### config.mk
export PLATFORM = sky130hd
export DESIGN_NAME = sfr_bank3
export DESIGN_NICKNAME = d
export VERILOG_FILES = /design/src/logic/sfr_pkg.sv /design/src/logic/sfr_addr_decode.sv /design/src/logic/status_flag_unit.sv /design/src/logic/sfr_bank3.sv
export SDC_FILE = /design/constraint.sdc
export NUM_CORES = 1
export LEC_CHECK = 0
export ABC_CLOCK_PERIOD_IN_PS = 9500
export BUFFER_PORTS_ARGS = -buffer_cell sky130_fd_sc_hd__buf_2
export CORE_UTILIZATION = 50
export CTS_CLUSTER_DIAMETER = 100
export DETAILED_ROUTE_END_ITERATION = 10
export GPL_ROUTABILITY_DRIVEN = 0
export PLACE_DENSITY = 0.81
export SLEW_MARGIN = 20
export SYNTH_ARGS = -nofsm -noshare
export SYNTH_HDL_FRONTEND = slang
export SYNTH_HIERARCHICAL = 1
export SYNTH_SLANG_ARGS = --single-unit
### constraint.sdc
create_clock -name CORE_CLK_IN -period 9.5 [get_ports CORE_CLK_IN]
set_clock_uncertainty 0.2 [all_clocks]
set_input_delay 2.85 -clock CORE_CLK_IN [delete_from_list [all_inputs] [get_ports CORE_CLK_IN]]
set_output_delay 2.85 -clock CORE_CLK_IN [all_outputs]
set_load 0.05 [all_outputs]
### src/logic/sfr_pkg.sv
// shared constants and types for the bank 3 special-function register map
// assumes an 8-bit core data path and a 9-bit data-memory address
package sfr_pkg;

  // ==========================================================================
  // widths
  localparam int DATA_W = 8;
  localparam int ADDR_W = 9;
  localparam int NBANK  = 4;
  localparam int PCH_W  = 5;

  // ==========================================================================
  // register offsets
  localparam logic [ADDR_W-1:0] OFS_INDIRECT_PORT = 9'h180;
  localparam logic [ADDR_W-1:0] OFS_OPTION        = 9'h181;
  localparam logic [ADDR_W-1:0] OFS_PC_LOW        = 9'h182;
  localparam logic [ADDR_W-1:0] OFS_STATUS        = 9'h183;
  localparam logic [ADDR_W-1:0] OFS_IND_POINTER   = 9'h184;
  localparam logic [ADDR_W-1:0] OFS_PORTB_DIR     = 9'h186;
  localparam logic [ADDR_W-1:0] OFS_PCH_LATCH     = 9'h18a;
  localparam logic [ADDR_W-1:0] OFS_INT_CONTROL   = 9'h18b;

  // ==========================================================================
  // status field positions
  localparam int BIT_IND_BANK = 7;
  localparam int BIT_BANK_HI  = 6;
  localparam int BIT_BANK_LO  = 5;
  localparam int BIT_WDT_EXP  = 4;
  localparam int BIT_SLEEP    = 3;
  localparam int BIT_ZERO     = 2;
  localparam int BIT_NIBBLE   = 1;
  localparam int BIT_CARRY    = 0;
  // index into the three-bit alu flag group
  localparam int FLG_ZERO     = 2;
  localparam int FLG_NIBBLE   = 1;
  localparam int FLG_CARRY    = 0;

  // ==========================================================================
  // reset values
  localparam logic [DATA_W-1:0] RST_OPTION    = 8'hff;
  localparam logic [DATA_W-1:0] RST_PC_LOW    = 8'h00;
  localparam logic [DATA_W-1:0] RST_PORTB_DIR = 8'hff;
  localparam logic [PCH_W-1:0]  RST_PCH_LATCH = 5'h00;
  localparam logic [DATA_W-1:0] RST_INT_CTRL  = 8'h00;
  localparam logic [DATA_W-1:0] RST_POINTER   = 8'h00;
  localparam logic [2:0]        RST_BANK_SEL  = 3'h0;
  localparam logic [2:0]        RST_ALU_FLAGS = 3'h0;
  localparam logic [2:0]        CLR_BANK_SEL  = 3'h0;
  localparam logic [DATA_W-1:0] ZERO_BYTE     = 8'h00;
  localparam logic [6:0]        IND_PORT_LOW  = 7'h00;

  // ==========================================================================
  // register selection
  typedef enum logic [3:0] {
    SEL_NONE,
    SEL_INDIRECT,
    SEL_OPTION,
    SEL_PC_LOW,
    SEL_STATUS,
    SEL_POINTER,
    SEL_PORTB_DIR,
    SEL_PCH_LATCH,
    SEL_INT_CTRL
  } sfr_sel_e;

  function automatic sfr_sel_e sfr_select(input logic [ADDR_W-1:0] addr);
    case (addr)
      OFS_INDIRECT_PORT: sfr_select = SEL_INDIRECT;
      OFS_OPTION:        sfr_select = SEL_OPTION;
      OFS_PC_LOW:        sfr_select = SEL_PC_LOW;
      OFS_STATUS:        sfr_select = SEL_STATUS;
      OFS_IND_POINTER:   sfr_select = SEL_POINTER;
      OFS_PORTB_DIR:     sfr_select = SEL_PORTB_DIR;
      OFS_PCH_LATCH:     sfr_select = SEL_PCH_LATCH;
      OFS_INT_CONTROL:   sfr_select = SEL_INT_CTRL;
      default:           sfr_select = SEL_NONE;
    endcase
  endfunction

  function automatic logic [NBANK-1:0] bank_onehot(input logic [1:0] bank);
    bank_onehot = NBANK'(1) << bank;
  endfunction

endpackage

### src/logic/sfr_addr_decode.sv
// address decode for the bank 3 map and the indirect address path
// assumes the status bank bits and the pointer come from registers in the parent
`timescale 1ns/10ps
`default_nettype none
module sfr_addr_decode
  import sfr_pkg::*;
(
  input  wire logic [ADDR_W-1:0] addr_in,
  input  wire logic [2:0]        bank_bits_in,
  input  wire logic [DATA_W-1:0] pointer_in,
  output sfr_sel_e               sel_out,
  output logic [ADDR_W-1:0]      ind_addr_out,
  output logic                   ind_null_out,
  output logic [NBANK-1:0]       direct_bank_out
);

  // ==========================================================================
  // decode
  assign sel_out         = sfr_select(addr_in);
  assign ind_addr_out    = {bank_bits_in[2], pointer_in};
  assign ind_null_out    = (pointer_in[6:0] == IND_PORT_LOW);
  assign direct_bank_out = bank_onehot(bank_bits_in[1:0]);

endmodule
`default_nettype wire

### src/logic/status_flag_unit.sv
// arithmetic, reset-cause and bank-select status register
// assumes write and instruction strobes are already qualified by the clock enable
`timescale 1ns/10ps
`default_nettype none
module status_flag_unit
  import sfr_pkg::*;
(
  input  wire logic              clk_in,
  input  wire logic              rst_in,
  input  wire logic              wr_in,
  input  wire logic [DATA_W-1:0] wdata_in,
  input  wire logic [2:0]        flag_we_in,
  input  wire logic              flag_upd_in,
  input  wire logic              zero_in,
  input  wire logic              nibble_in,
  input  wire logic              carry_in,
  input  wire logic              sub_in,
  input  wire logic              clr_instr_in,
  input  wire logic              wdt_timeout_in,
  input  wire logic              wdt_clear_in,
  input  wire logic              sleep_in,
  output logic [DATA_W-1:0]      status_out
);

  logic [2:0] bank_reg;
  logic [2:0] flags_reg;
  logic [2:0] flags_next;
  logic [2:0] alu_flags;
  logic       wdt_exp_reg;
  logic       sleep_reg;

  // ==========================================================================
  // bank select bits
  always_ff @(posedge clk_in) begin
    if (rst_in) begin
      bank_reg <= RST_BANK_SEL;
    end else if (wr_in && clr_instr_in) begin
      bank_reg <= CLR_BANK_SEL;
    end else if (wr_in) begin
      bank_reg <= wdata_in[BIT_IND_BANK:BIT_BANK_LO];
    end
  end

  // ==========================================================================
  // alu flags
  assign alu_flags[FLG_ZERO]   = zero_in;
  assign alu_flags[FLG_NIBBLE] = sub_in ? ~nibble_in : nibble_in;
  assign alu_flags[FLG_CARRY]  = sub_in ? ~carry_in : carry_in;

  always_comb begin
    flags_next = flags_reg;
    if (wr_in && clr_instr_in) begin
      flags_next[FLG_ZERO] = 1'b1;
    end else if (wr_in && !(flag_upd_in && (flag_we_in != 3'h0))) begin
      flags_next = wdata_in[BIT_ZERO:BIT_CARRY];
    end
    if (flag_upd_in) begin
      for (int i = 0; i < 3; i++) begin
        if (flag_we_in[i]) begin
          flags_next[i] = alu_flags[i];
        end
      end
    end
  end

  always_ff @(posedge clk_in) begin
    if (rst_in) begin
      flags_reg <= RST_ALU_FLAGS;
    end else begin
      flags_next_apply: flags_reg <= flags_next;
    end
  end

  // ==========================================================================
  // reset-cause bits, changed by reset, timeout and the clear and sleep instructions, never by register writes
  always_ff @(posedge clk_in) begin
    if (rst_in) begin
      wdt_exp_reg <= 1'b1;
      sleep_reg   <= 1'b1;
    end else if (wdt_timeout_in) begin
      wdt_exp_reg <= 1'b0;
    end else if (wdt_clear_in) begin
      wdt_exp_reg <= 1'b1;
      sleep_reg   <= 1'b1;
    end else if (sleep_in) begin
      wdt_exp_reg <= 1'b1;
      sleep_reg   <= 1'b0;
    end
  end

  assign status_out = {bank_reg, wdt_exp_reg, sleep_reg, flags_reg};

endmodule
`default_nettype wire

### src/logic/sfr_bank3.sv
// bank 3 special-function registers as seen by the core data path
// assumes a combinational data memory read on MEM_RDATA_IN and one core clock
// ==========================================================================
`timescale 1ns/10ps
`default_nettype none
module sfr_bank3
  import sfr_pkg::*;
#(
  parameter int DATA_WIDTH = DATA_W,
  parameter int ADDR_WIDTH = ADDR_W
)(
  input  wire logic              CORE_CLK_IN,
  input  wire logic              SYS_RST_IN,
  input  wire logic              CLK_EN_IN,
  input  wire logic [ADDR_W-1:0] ADDR_IN,
  input  wire logic              RD_IN,
  input  wire logic              WR_IN,
  input  wire logic [DATA_W-1:0] WDATA_IN,
  output logic [DATA_W-1:0]      RDATA_OUT,
  input  wire logic              FLAG_UPD_IN,
  input  wire logic [2:0]        FLAG_WE_IN,
  input  wire logic              ALU_ZERO_IN,
  input  wire logic              ALU_NIBBLE_IN,
  input  wire logic              ALU_CARRY_IN,
  input  wire logic              ALU_SUB_IN,
  input  wire logic              REG_ZERO_INSTR_IN,
  input  wire logic              WDT_TIMEOUT_IN,
  input  wire logic              WDT_CLEAR_INSTR_IN,
  input  wire logic              SLEEP_INSTR_IN,
  input  wire logic              PC_LOW_LOAD_IN,
  input  wire logic [DATA_W-1:0] PC_LOW_IN,
  output logic [ADDR_W-1:0]      MEM_ADDR_OUT,
  output logic                   MEM_RD_OUT,
  output logic                   MEM_WR_OUT,
  output logic [DATA_W-1:0]      MEM_WDATA_OUT,
  input  wire logic [DATA_W-1:0] MEM_RDATA_IN,
  output logic [DATA_W-1:0]      STATUS_OUT,
  output logic [NBANK-1:0]       DIRECT_BANK_SEL_OUT,
  output logic                   INDIRECT_BANK_OUT,
  output logic [DATA_W-1:0]      OPTION_OUT,
  output logic [DATA_W-1:0]      PC_LOW_OUT,
  output logic [PCH_W-1:0]       PCH_LATCH_OUT,
  output logic [DATA_W-1:0]      PORTB_DIR_OUT,
  output logic [DATA_W-1:0]      INT_CTRL_OUT
);

  // ==========================================================================
  // elaboration checks
  if (DATA_WIDTH != DATA_W) begin : g_bad_data
    $error("data width must be 8");
  end
  if (ADDR_WIDTH != ADDR_W) begin : g_bad_addr
    $error("address width must be 9");
  end

  // ==========================================================================
  // declarations
  sfr_sel_e            sel;
  logic [ADDR_W-1:0]   ind_addr;
  logic                ind_null;
  logic [DATA_W-1:0]   status;
  logic                wr_en;
  logic                rd_en;
  logic [DATA_W-1:0]   option_reg;
  logic [DATA_W-1:0]   pc_low_reg;
  logic [DATA_W-1:0]   pointer_reg;
  logic [DATA_W-1:0]   portb_dir_reg;
  logic [PCH_W-1:0]    pch_latch_reg;
  logic [DATA_W-1:0]   int_ctrl_reg;
  logic [DATA_W-1:0]   rdata_reg;
  logic [DATA_W-1:0]   rdata_next;

  assign wr_en = CLK_EN_IN && WR_IN;
  assign rd_en = CLK_EN_IN && RD_IN;

  // ==========================================================================
  // address decode
  sfr_addr_decode u_decode (
    .addr_in         (ADDR_IN),
    .bank_bits_in    (status[BIT_IND_BANK:BIT_BANK_LO]),
    .pointer_in      (pointer_reg),
    .sel_out         (sel),
    .ind_addr_out    (ind_addr),
    .ind_null_out    (ind_null),
    .direct_bank_out (DIRECT_BANK_SEL_OUT)
  );

  // ==========================================================================
  // status register
  status_flag_unit u_status (
    .clk_in         (CORE_CLK_IN),
    .rst_in         (SYS_RST_IN),
    .wr_in          (wr_en && (sel == SEL_STATUS)),
    .wdata_in       (WDATA_IN),
    .flag_we_in     (FLAG_WE_IN),
    .flag_upd_in    (CLK_EN_IN && FLAG_UPD_IN),
    .zero_in        (ALU_ZERO_IN),
    .nibble_in      (ALU_NIBBLE_IN),
    .carry_in       (ALU_CARRY_IN),
    .sub_in         (ALU_SUB_IN),
    .clr_instr_in   (REG_ZERO_INSTR_IN),
    .wdt_timeout_in (CLK_EN_IN && WDT_TIMEOUT_IN),
    .wdt_clear_in   (CLK_EN_IN && WDT_CLEAR_INSTR_IN),
    .sleep_in       (CLK_EN_IN && SLEEP_INSTR_IN),
    .status_out     (status)
  );

  assign STATUS_OUT        = status;
  assign INDIRECT_BANK_OUT = status[BIT_IND_BANK];

  // ==========================================================================
  // indirect access path
  assign MEM_ADDR_OUT  = ind_addr;
  assign MEM_WDATA_OUT = WDATA_IN;
  assign MEM_RD_OUT    = rd_en && (sel == SEL_INDIRECT) && !ind_null;
  assign MEM_WR_OUT    = wr_en && (sel == SEL_INDIRECT) && !ind_null;

  // ==========================================================================
  // plain storage registers
  always_ff @(posedge CORE_CLK_IN) begin
    if (SYS_RST_IN) begin
      option_reg <= RST_OPTION;
    end else if (wr_en && (sel == SEL_OPTION)) begin
      option_reg <= WDATA_IN;
    end
  end

  always_ff @(posedge CORE_CLK_IN) begin
    if (SYS_RST_IN) begin
      pc_low_reg <= RST_PC_LOW;
    end else if (wr_en && (sel == SEL_PC_LOW)) begin
      pc_low_reg <= WDATA_IN;
    end else if (CLK_EN_IN && PC_LOW_LOAD_IN) begin
      pc_low_reg <= PC_LOW_IN;
    end
  end

  always_ff @(posedge CORE_CLK_IN) begin
    if (SYS_RST_IN) begin
      pointer_reg <= RST_POINTER;
    end else if (wr_en && (sel == SEL_POINTER)) begin
      pointer_reg <= WDATA_IN;
    end
  end

  always_ff @(posedge CORE_CLK_IN) begin
    if (SYS_RST_IN) begin
      portb_dir_reg <= RST_PORTB_DIR;
    end else if (wr_en && (sel == SEL_PORTB_DIR)) begin
      portb_dir_reg <= WDATA_IN;
    end
  end

  always_ff @(posedge CORE_CLK_IN) begin
    if (SYS_RST_IN) begin
      pch_latch_reg <= RST_PCH_LATCH;
    end else if (wr_en && (sel == SEL_PCH_LATCH)) begin
      pch_latch_reg <= WDATA_IN[PCH_W-1:0];
    end
  end

  always_ff @(posedge CORE_CLK_IN) begin
    if (SYS_RST_IN) begin
      int_ctrl_reg <= RST_INT_CTRL;
    end else if (wr_en && (sel == SEL_INT_CTRL)) begin
      int_ctrl_reg <= WDATA_IN;
    end
  end

  assign OPTION_OUT    = option_reg;
  assign PC_LOW_OUT    = pc_low_reg;
  assign PCH_LATCH_OUT = pch_latch_reg;
  assign PORTB_DIR_OUT = portb_dir_reg;
  assign INT_CTRL_OUT  = int_ctrl_reg;

  // ==========================================================================
  // read path
  always_comb begin
    case (sel)
      SEL_INDIRECT:  rdata_next = ind_null ? ZERO_BYTE : MEM_RDATA_IN;
      SEL_OPTION:    rdata_next = option_reg;
      SEL_PC_LOW:    rdata_next = pc_low_reg;
      SEL_STATUS:    rdata_next = status;
      SEL_POINTER:   rdata_next = pointer_reg;
      SEL_PORTB_DIR: rdata_next = portb_dir_reg;
      SEL_PCH_LATCH: rdata_next = {{(DATA_W-PCH_W){1'b0}}, pch_latch_reg};
      SEL_INT_CTRL:  rdata_next = int_ctrl_reg;
      default:       rdata_next = ZERO_BYTE;
    endcase
  end

  always_ff @(posedge CORE_CLK_IN) begin
    if (SYS_RST_IN) begin
      rdata_reg <= ZERO_BYTE;
    end else if (rd_en) begin
      rdata_reg <= rdata_next;
    end
  end

  assign RDATA_OUT = rdata_reg;

  // ==========================================================================
  // assertions
  a_status_bank_write: assert property (
    @(posedge CORE_CLK_IN) disable iff (SYS_RST_IN)
    wr_en && (sel == SEL_STATUS) && !REG_ZERO_INSTR_IN
    |=> STATUS_OUT[BIT_IND_BANK:BIT_BANK_LO] == $past(WDATA_IN[BIT_IND_BANK:BIT_BANK_LO]))
    else $error("status bank bits not written");

  a_flag_write_block: assert property (
    @(posedge CORE_CLK_IN) disable iff (SYS_RST_IN)
    wr_en && (sel == SEL_STATUS) && !REG_ZERO_INSTR_IN && FLAG_UPD_IN
    && FLAG_WE_IN[FLG_ZERO] && !FLAG_WE_IN[FLG_CARRY]
    |=> (STATUS_OUT[BIT_ZERO] == $past(ALU_ZERO_IN))
    && (STATUS_OUT[BIT_CARRY] == $past(STATUS_OUT[BIT_CARRY])))
    else $error("status flag write not blocked");

  a_reset_cause_ro: assert property (
    @(posedge CORE_CLK_IN) disable iff (SYS_RST_IN)
    wr_en && (sel == SEL_STATUS) && !WDT_TIMEOUT_IN && !WDT_CLEAR_INSTR_IN && !SLEEP_INSTR_IN
    |=> $stable(STATUS_OUT[BIT_WDT_EXP:BIT_SLEEP]))
    else $error("reset cause bits changed by a write");

  a_clear_status: assert property (
    @(posedge CORE_CLK_IN) disable iff (SYS_RST_IN)
    wr_en && (sel == SEL_STATUS) && REG_ZERO_INSTR_IN
    && !(FLAG_UPD_IN && (FLAG_WE_IN[FLG_NIBBLE] || FLAG_WE_IN[FLG_CARRY]))
    |=> (STATUS_OUT[BIT_IND_BANK:BIT_BANK_LO] == CLR_BANK_SEL) && STATUS_OUT[BIT_ZERO]
    && $stable(STATUS_OUT[BIT_NIBBLE:BIT_CARRY]))
    else $error("status clear result wrong");

  a_borrow_polarity: assert property (
    @(posedge CORE_CLK_IN) disable iff (SYS_RST_IN)
    CLK_EN_IN && FLAG_UPD_IN && ALU_SUB_IN && FLAG_WE_IN[FLG_CARRY] && FLAG_WE_IN[FLG_NIBBLE]
    |=> (STATUS_OUT[BIT_CARRY] != $past(ALU_CARRY_IN))
    && (STATUS_OUT[BIT_NIBBLE] != $past(ALU_NIBBLE_IN)))
    else $error("borrow polarity wrong");

  a_unimpl_zero: assert property (
    @(posedge CORE_CLK_IN) disable iff (SYS_RST_IN)
    rd_en && (sel == SEL_NONE) |=> RDATA_OUT == ZERO_BYTE)
    else $error("unimplemented location not zero");

  a_status_readback: assert property (
    @(posedge CORE_CLK_IN) disable iff (SYS_RST_IN)
    rd_en && (sel == SEL_STATUS) |=> RDATA_OUT == $past(STATUS_OUT))
    else $error("status read mismatch");

  a_bank_decode: assert property (
    @(posedge CORE_CLK_IN) disable iff (SYS_RST_IN)
    (DIRECT_BANK_SEL_OUT == bank_onehot(STATUS_OUT[BIT_BANK_HI:BIT_BANK_LO]))
    && (MEM_ADDR_OUT[ADDR_W-1] == STATUS_OUT[BIT_IND_BANK]))
    else $error("bank decode wrong");

  a_wdt_sleep_flags: assert property (
    @(posedge CORE_CLK_IN) disable iff (SYS_RST_IN)
    CLK_EN_IN && SLEEP_INSTR_IN && !WDT_TIMEOUT_IN && !WDT_CLEAR_INSTR_IN
    |=> STATUS_OUT[BIT_WDT_EXP] && !STATUS_OUT[BIT_SLEEP] ##1 1'b1)
    else $error("sleep did not update flags");

  a_wdt_timeout: assert property (
    @(posedge CORE_CLK_IN) disable iff (SYS_RST_IN)
    CLK_EN_IN && WDT_TIMEOUT_IN |=> !STATUS_OUT[BIT_WDT_EXP])
    else $error("timeout did not clear expiry flag");

  a_indirect_read: assert property (
    @(posedge CORE_CLK_IN) disable iff (SYS_RST_IN)
    rd_en && (sel == SEL_INDIRECT) && !ind_null
    |-> MEM_RD_OUT ##1 (RDATA_OUT == $past(MEM_RDATA_IN)))
    else $error("indirect read not redirected");

  a_indirect_write: assert property (
    @(posedge CORE_CLK_IN) disable iff (SYS_RST_IN)
    wr_en && (sel == SEL_INDIRECT) && !ind_null
    |-> MEM_WR_OUT && (MEM_WDATA_OUT == WDATA_IN)
    && (MEM_ADDR_OUT == {STATUS_OUT[BIT_IND_BANK], pointer_reg}))
    else $error("indirect write not redirected");

  a_null_pointer: assert property (
    @(posedge CORE_CLK_IN) disable iff (SYS_RST_IN)
    (sel == SEL_INDIRECT) && ind_null |-> !MEM_RD_OUT && !MEM_WR_OUT)
    else $error("null pointer reached memory");

  a_enable_freeze: assert property (
    @(posedge CORE_CLK_IN) disable iff (SYS_RST_IN)
    !CLK_EN_IN
    |=> $stable(STATUS_OUT) && $stable(OPTION_OUT) && $stable(PC_LOW_OUT) && $stable(RDATA_OUT))
    else $error("state changed while clock enable low");

endmodule
`default_nettype wire

# Word-level counts from Yosys, hierarchy flattened
# Index checks and enable logic that the tools add are counted.
# W data, S select, Z words.
# totals
ff_bits	61
wordCells	80
# op_classes
bitwise_logic	3
muxes	19
eq_ne	16
shifts	1
reduce_logical	30
# ops
operator	count
$eq A9 B9 Y1 const B	8
$pmux W8 S8	1
$pmux W4 S8	1
$mux W8	3
$logic_and A1 B1 Y1	21
$eq A4 B3 Y1 const B	4
$mux W1	11
$eq A4 B2 Y1 const B	2
$logic_not A7 Y1	1
$mux W3	2
$reduce_bool A3 Y1	2
$eq A4 B1 Y1 const B	1
$eq A4 B4 Y1 const B	1
$reduce_bool A2 Y1	2
$shl A1 B2 Y4 const A	1
$not A1 Y1	3
$logic_not A1 Y1	2
$mux W2	1
$reduce_and A2 Y1	1
$reduce_or A2 Y1	1

# Logic depth before layout (Yosys ltp)
# Gate-level depths: netlist of run 1.
# logic_depth
word_depth	9
mapped_depth	10
depth_no_buf	8

# By module
# The synthesis of run 1 kept the hierarchy.
# by_module_without_submodules
mod	area_per_inst_um2	seq_area_each_um2	cells_each	n_inst
sfr_bank3	2796.4	1061.0	303	1
status_flag_unit	417.9	160.2	48	1
sfr_addr_decode	220.2	0.0	30	1

# Worst setup path before layout of run 1
# No wires, ideal clock.
# synth_timing
path_kind	in2out
startpoint	in ADDR_IN[5]
endpoint	out MEM_RD_OUT
cell_stages	6
slack_ns	1.516
n_path_buf	0
arrival_ns	4.934
t_required_ns	6.450
cell_sequence	nor3_2 nand3_2 a2111oi_2 nand2b_1 nor4_4 nor2b_1
# synth_via
elab_chain_cells	5
# synth_lines
item	line_no	rtl
from (decl)	sfr_bank3.sv:15	input wire logic [ADDR_W-1:0] ADDR_IN,
$eq A9 B9 Y1	sfr_pkg.sv:67	case (addr)
$pmux W4 S8 (*)	sfr_pkg.sv:67	
via sel[0]	sfr_bank3.sv:58	sfr_sel_e sel;
$eq A4 B1 Y1 (*)	sfr_bank3.sv:115	assign MEM_RD_OUT = rd_en && (sel == SEL_INDIRECT) && !ind_null;
$logic_and A1 B1 Y1 (*) (2 in series)	sfr_bank3.sv:115	
to (decl)	sfr_bank3.sv:33	output logic MEM_RD_OUT,
# The timed path passes the listed nets; every way through them passes the cells marked *.

# Final worst setup path of run 1
# layout_timing
startpoint	in ADDR_IN[5]
endpoint	out MEM_WR_OUT
# layout_via
elab_chain_cells	5
# layout_lines
item	line_no	rtl
$eq A9 B9 Y1	sfr_pkg.sv:67	
$pmux W4 S8 (*)	sfr_pkg.sv:67	
via sel[0]	sfr_bank3.sv:58	
$eq A4 B1 Y1 (*)	sfr_bank3.sv:116	assign MEM_WR_OUT = wr_en && (sel == SEL_INDIRECT) && !ind_null;
$logic_and A1 B1 Y1 (*) (2 in series)	sfr_bank3.sv:116	
to (decl)	sfr_bank3.sv:34	output logic MEM_WR_OUT,
# Marked as above.

==> metrics.md, run 1 <==
| Metric | Value |
|---|---|
| Sequential fraction of the synthesis area | `0.356` |
| CTS Buf Count | `9` |
| Nets | `528` |
| Global-route usage over all layers | `0.273` |
| Clock buffer depth | `2` |
| Violated checks | `DRC` |
| Fmax | `124 MHz` |
| Synth top area cells | `dfxtp_1 (36%), mux2i_1 (11%), buf_4 (4.4%), a211o_1 (4.1%), a221oi_1 (4.1%)` |
| Final Util | `0.632` |
| Die Ht | `84.9 um` |
| Mapped Area | `0.00343 mm^2` |
| Initial antenna violation count | `0` |
| Residual DRC count | `11` |
| Syn-to-layout area delta | `19.6%` |
| Antenna Nets Post-Route | `0` |
| Fin Setup TNS | `0 ns` |
| Ys Warns | `6` |
| CTS clk-pin slew, worst paths | `0.07 ns` |
| Starting DRT DRC Count | `385` |
| CTS Hold Bufs | `0` |
| PwrDens | `134 mW/mm^2` |
| Most frequent cells in the layout | `buf_2 (126), dfxtp_1 (61), mux2i_1 (37), nor2_1 (36), nand2_1 (28)` |
| Setup CP Type | `input port to output pin` |
| CTS root buffer | `clkbuf_8` |
| First-pass GRT wire length | `15,000 um` |
| Post-CTS setup buffers | `0` |
| Setup violations, final | `0` |
| Vias in the first global route | `3,056` |
| Clock tree sinks | `61` |
| RSZ-0062 raised after global routing | `no` |
| Final total power | `0.552 mW` |
| Worst hold stages | `2` |
| Syn nets | `432` |
| Hold Path Class | `flop to flop` |
| CTS H-tree lvls | `3` |
| Leak | `1.58 nW` |
| Row cnt | `29` |
| I/O pin cnt | `128` |
| Fin. max-slew vios | `0` |
| Rel. slew slack | `0.335` |
| Top_reg_cell synth | `dfxtp_1` |
| Final Hold Vio Count | `0` |
| Leading cell type in the layout, fill and taps excluded | `buf_2` |
| Async SR Flop Fraction | `0` |
| Die X | `84.9 um` |
| Final Critical Period | `8.05 ns` |
| Initial Utilization | `0.529` |
| Die ar. | `0.00720 mm^2` |
| Largest net degree at the start of global routing | `62` |
| TritonRoute pass-1 iters | `8` |
| Register area | `0.00122 mm^2` |
| Max VDD drop | `0.0704 mV` |
| Clock latency on the worst-skew pair | `0.34 ns` |
| Multi-input gate area | `0.00191 mm^2` |
| Number of diodes | `0` |
| Tightest Pin Transition | `0.993 ns` |
| Core Area | `0.00649 mm^2` |
| Number of gates resized after CTS | `0` |
| Total Wirelength | `9890 um` |
| Period utilization | `0.848` |
| Dominant cell type by area after synthesis | `dfxtp_1` |
| WL per Instance | `17.7 um` |
| Max-cap violations | `0` |
| Outcome | `finished with violations` |
| Crit path arrival time | `5.00 ns` |
| Vias per inst | `6.06` |
| Number of synthesized flops with an enable pin | `0` |
| CP required | `6.45 ns` |
| Vias | `3,385` |
| Area share of the leading cell type in the synthesized netlist | `0.356` |
| PortBufs | `127` |
| Worst R2R Path Depth | `5` |
| CP startpoint kind | `input port` |
| Crit Path Max Fanout | `14` |
| # fillers | `577` |
| CP Capture Type | `output pin` |
| CTS tree | `yes` |
| Share of post-route cells with drive strength above 1 | `0.346` |
| Seq cells post-synth | `61` |
| Avg Cell Area, Syn | `9.01 um^2` |
| Remaining global-route overflow | `0` |
| Unique cell type count in the Yosys netlist | `51` |
| Cells after Synth | `381` |
| Final HPWL DP | `7100 um` |
## Yosys cell counts, types with 2 or more instances
cell type   n
a221oi_1   16
buf_4      20
a22oi_1     2
buf_1       2
dfxtp_1    61
nor3_2      2
a311oi_2    8
nand3b_1   17
o22ai_1     8
nor3_1      4
nand2_1    28
nor2_1     37
nor2b_1    22
buf_6       2
mux2i_1    37
nand3_1     9
buf_2       8
xnor2_1     3
inv_1       5
and3_1      3
and2_1      5
nor4_1      3
a21oi_1    17
nor4_2      2
clkbuf_2    2
nand2b_1    3
nand4b_1    2
clkbuf_1   11
o21ai_0     4
a211o_1    16
nor3b_1     2
## worst paths after layout
check	from	to	slack, ns
min reg2reg	RDATA_OUT[6]$_SDFFE_PP0N_	RDATA_OUT[6]$_SDFFE_PP0N_	0.30
max reg2reg	pointer_reg[2]$_SDFFE_PP0P_	RDATA_OUT[5]$_SDFFE_PP0N_	7.48
max	ADDR_IN[5]	MEM_WR_OUT	1.45
min	RDATA_OUT[6]$_SDFFE_PP0N_	RDATA_OUT[6]$_SDFFE_PP0N_	0.30
## kinds of logic after synthesis
kind of cell / share of synthesized area
AO/OA/AOI/OAI: 0.190
multiplexers: 0.108
flip-flops: 0.356
AND/OR/NAND/NOR: 0.250
buffers and inverters: 0.0889
XOR/XNOR: 0.00765
## per-stage QoR
step	cells	worst slack, ns	cell area [um^2]	hold slack [ns]
6_report	559	1.45	4110	0.303
5_1_grt	559	1.26	4110	0.312
4_1_cts	559	1.46	4110	0.300
3_5_place_dp	543	1.45	3910	0.290
3_3_place_gp	543	1.53	3910	0.277
2_1_floorplan	381	1.52	3430	0.256
## power by group
part	leakage (nW)	internal, mW	switching (mW)
Sequential	0.494	0.259	0.00283
Combinational	0.987	0.0188	0.0432
Clock	0.0964	0.128	0.101
## final cells by class
class,count,share of cell area
Clock inverter,4,0.0116
Multi-Input combinational cell,269,0.465
Inverter,5,0.00457
Tap cell,77,0.0235
Sequential cell,61,0.297
Timing Repair Buffer,131,0.163
Clock buffer,12,0.0353
## worst max-delay path: stages
cell and delay (ns):
buf_2 0.10, nor3_2 0.18, nand3_2 0.14, a2111oi_2 0.35
buf_4 0.27, nand2b_1 0.18, nor4_4 0.44, and3_1 0.23
buf_2 0.26
## layer usage
metal	GRT usage	routed length, um	vias up
met4	0.143	314	0
li1	-	-	1564
met2	0.423	4440	204
met5	0	0	-
met3	0.0632	947	26
met1	0.356	4190	1591
Note: power is estimated with default switching activity, not from simulation.
==> inputs of run 2 (changes only) <==
Settings changed: ABC_CLOCK_PERIOD_IN_PS 9500 to 7750.
Clock period 9.5 ns to 7.75 ns, I/O delays scaled along.
==> metrics.md, run 2 (synthesized netlist as in run 1, its figures left out) <==
| Metric | Value |
|---|---|
| Outcome | `finished with violations` |
| Violated checks | `DRC` |
| Fin. max-slew vios | `0 (unchanged)` |
| TritonRoute pass-1 iters | `11 (+3)` |
| PwrDens | `169 mW/mm^2 (+26%)` |
| Total Wirelength | `10,000 um (+1.6%)` |
| Reg2Reg Setup Slack | `5.72 ns (-1.76 ns)` |
| Final HPWL DP | `7200 um (+1.5%)` |
| Number of diodes | `0 (unchanged)` |
| Number of gates resized after CTS | `0 (unchanged)` |
| Global-route usage over all layers | `0.277 (+0.00352)` |
| Max-cap violations | `0 (unchanged)` |
| Share of post-route cells with drive strength above 1 | `0.349 (+0.00207)` |
| Worst reg2reg path endpoint | `RDATA_OUT[3]$_SDFFE_PP0N_` |
| Leading cell type in the layout, fill and taps excluded | `buf_2` |
| Clock buffer depth | `2 (unchanged)` |
| Final Util | `0.635 (+0.00289)` |
| CP Capture Type | `output pin` |
| Crit path to | `MEM_WR_OUT` |
| Period utilization | `0.908` |
| Most frequent cells in the layout | `buf_2 (126), dfxtp_1 (61), mux2i_1 (37), nor2_1 (36), nand2_1 (28)` |
| CP delay by family, top | `simple AND/OR/NAND/NOR gates` |
| CTS clk-pin slew, worst paths | `0.07 ns (about the same)` |
| Reg2reg start | `pointer_reg[2]$_SDFFE_PP0P_` |
| Post-CTS setup buffers | `0 (unchanged)` |
| Worst Path Buf+Inv | `3 (unchanged)` |
| CTS Hold Bufs | `0 (unchanged)` |
| Fmax | `142 MHz` |
| Crit-path cells | `buf_2 > nor3_2 > nand3_2 > a2111oi_2 > buf_4 > nand2b_1 > nor4_4 > and3_1 > buf_2` |
| I/O pin cnt | `128 (unchanged)` |
| CTS root buffer | `clkbuf_8` |
| Hold WS | `0.304 ns (+0.00141 ns)` |
| Setup violations, final | `0 (unchanged)` |
| Final total power | `0.698 mW (+26%)` |
| CTS tree | `yes` |
| Initial antenna violation count | `0 (unchanged)` |
| Starting DRT DRC Count | `299 (-22%)` |
| CTS H-tree lvls | `3 (unchanged)` |
| Rel. slew slack | `0.357 (+0.0213)` |
| First-pass GRT wire length | `15,200 um (+1.4%)` |
| Clock latency on the worst-skew pair | `0.34 ns (about the same)` |
| Leak | `1.59 nW (+0.59%)` |
| CP startpoint kind | `input port` |
| Row cnt | `29 (unchanged)` |
| Slowest-stage cell, CP | `nor4_4` |
| Switching Share | `0.263 (-0.00334)` |
| Remaining global-route overflow | `0 (unchanged)` |
| Dpl cells | `543 (unchanged)` |
| Clock share of power | `0.432 (+0.018)` |
| Max VDD drop | `0.0975 mV (+39%)` |
| Fin cells | `559 (unchanged)` |
| Crit Path Max Fanout | `14 (unchanged)` |
| Vias in the first global route | `2,963 (-3.0%)` |
| Final Critical Period | `7.04 ns` |
| Nets | `528 (unchanged)` |
| Worst R2R Path Depth | `5 (unchanged)` |
| Critical path depth | `9 (unchanged)` |
| CP required | `5.22 ns (-1.23 ns)` |
| Clock tree sinks | `61 (unchanged)` |
| Largest net degree at the start of global routing | `62 (unchanged)` |
| Die ar. | `0.00720 mm^2 (unchanged)` |
| WL per Instance | `18.0 um (+1.6%)` |
| Fin Setup TNS | `0 ns (unchanged)` |
| CTS Buf Count | `9 (unchanged)` |
| Flop pwr share | `0.459 (-0.014)` |
| Die Ht | `84.9 um (unchanged)` |
| Syn-to-layout area delta | `20.1%` |
| Crit path largest cell delay | `0.42 ns (-0.02 ns)` |
| Core Area | `0.00649 mm^2 (unchanged)` |
| PortBufs | `127 (unchanged)` |
| Tightest Pin Transition | `0.961 ns (-0.0318 ns)` |
| RSZ-0062 raised after global routing | `no` |
| Crit path arrival time | `4.52 ns (-0.48 ns)` |
| Die X | `84.9 um (unchanged)` |
| Internal power component | `0.514 mW (+27%)` |
| Critical Path Start | `ADDR_IN[5]` |
| Residual DRC count | `11 (unchanged)` |
| Hold Path Class | `flop to flop` |
| Vias | `3,343 (-1.2%)` |
| Switching pwr | `0.184 mW (+25%)` |
| Most used cell, CP | `buf_2` |
| Comb pwr share | `0.109 (-0.003)` |
| Final Hold Vio Count | `0 (unchanged)` |
| Vias per inst | `5.98 (-1.2%)` |
| Antenna Nets Post-Route | `0 (unchanged)` |
| Initial Utilization | `0.529 (unchanged)` |
| Setup CP Type | `input port to output pin` |
## run 2: changes by cell type in the layout (fill, tap and decap cells not counted), sizes merged
cell,before,now
clkbuf,12,13
clkinv,2,1
## run 2: area by class of cell
| cell class | instances | area, um^2 |
|---|---|---|
| Fill cell | 534 | 2370 |
| Inverter | 5 | 18.8 |
| Timing Repair Buffer | 131 | 668 |
| Multi-Input combinational cell | 269 | 1910 |
| Clock inverter | 3 | 42.5 |
| Tap cell | 77 | 96.3 |
| Clock buffer | 13 | 169 |
| Sequential cell | 61 | 1220 |
## run 2: stage by stage
step / worst slack [ns] / cell area (um^2)
5_1_grt: 0.509 / 4130
6_report: 0.710 / 4130
3_5_place_dp: 0.709 / 3910
3_3_place_gp: 0.834 / 3910
4_1_cts: 0.698 / 4120
2_1_floorplan: 0.816 / 3430
## run 2: worst min-delay path: stages, from the launching register on
cell and delay [ns]:
dfxtp_1 0.33, nand2_1 0.06, a221oi_1 0.07
## run 2: worst min path at each step
stage	endpoint	startpoint	depth (start not counted)
global placement	RDATA_OUT[6]$_SDFFE_PP0N_	RDATA_OUT[6]$_SDFFE_PP0N_	2
detailed placement	RDATA_OUT[5]$_SDFFE_PP0N_	RDATA_OUT[5]$_SDFFE_PP0N_	2
global route	RDATA_OUT[0]$_SDFFE_PP0N_	RDATA_OUT[0]$_SDFFE_PP0N_	2
finish	RDATA_OUT[2]$_SDFFE_PP0N_	RDATA_OUT[2]$_SDFFE_PP0N_	2
floorplan	u_status/sleep_reg$_SDFFE_PP1P_	u_status/sleep_reg$_SDFFE_PP1P_	1
CTS	RDATA_OUT[5]$_SDFFE_PP0N_	RDATA_OUT[5]$_SDFFE_PP0N_	2
## run 2: routing by layer
layer / up-vias / wire length [um] / global-route usage
li1: 1566 / - / -
met1: 1558 / 4230 / 0.368
met2: 189 / 4490 / 0.428
met3: 30 / 1010 / 0.0603
met4: 0 / 325 / 0.136
met5: - / 0 / 0
## run 2: power by group through the flow
stage	registers [mW]	logic, mW	clock network [mW]
detailed placement	0.327	0.0755	0
global route	0.320	0.0806	0.314
floorplan	0.336	0.0387	0
CTS	0.320	0.0757	0.300
global placement	0.327	0.0741	0
finish	0.320	0.0762	0.302
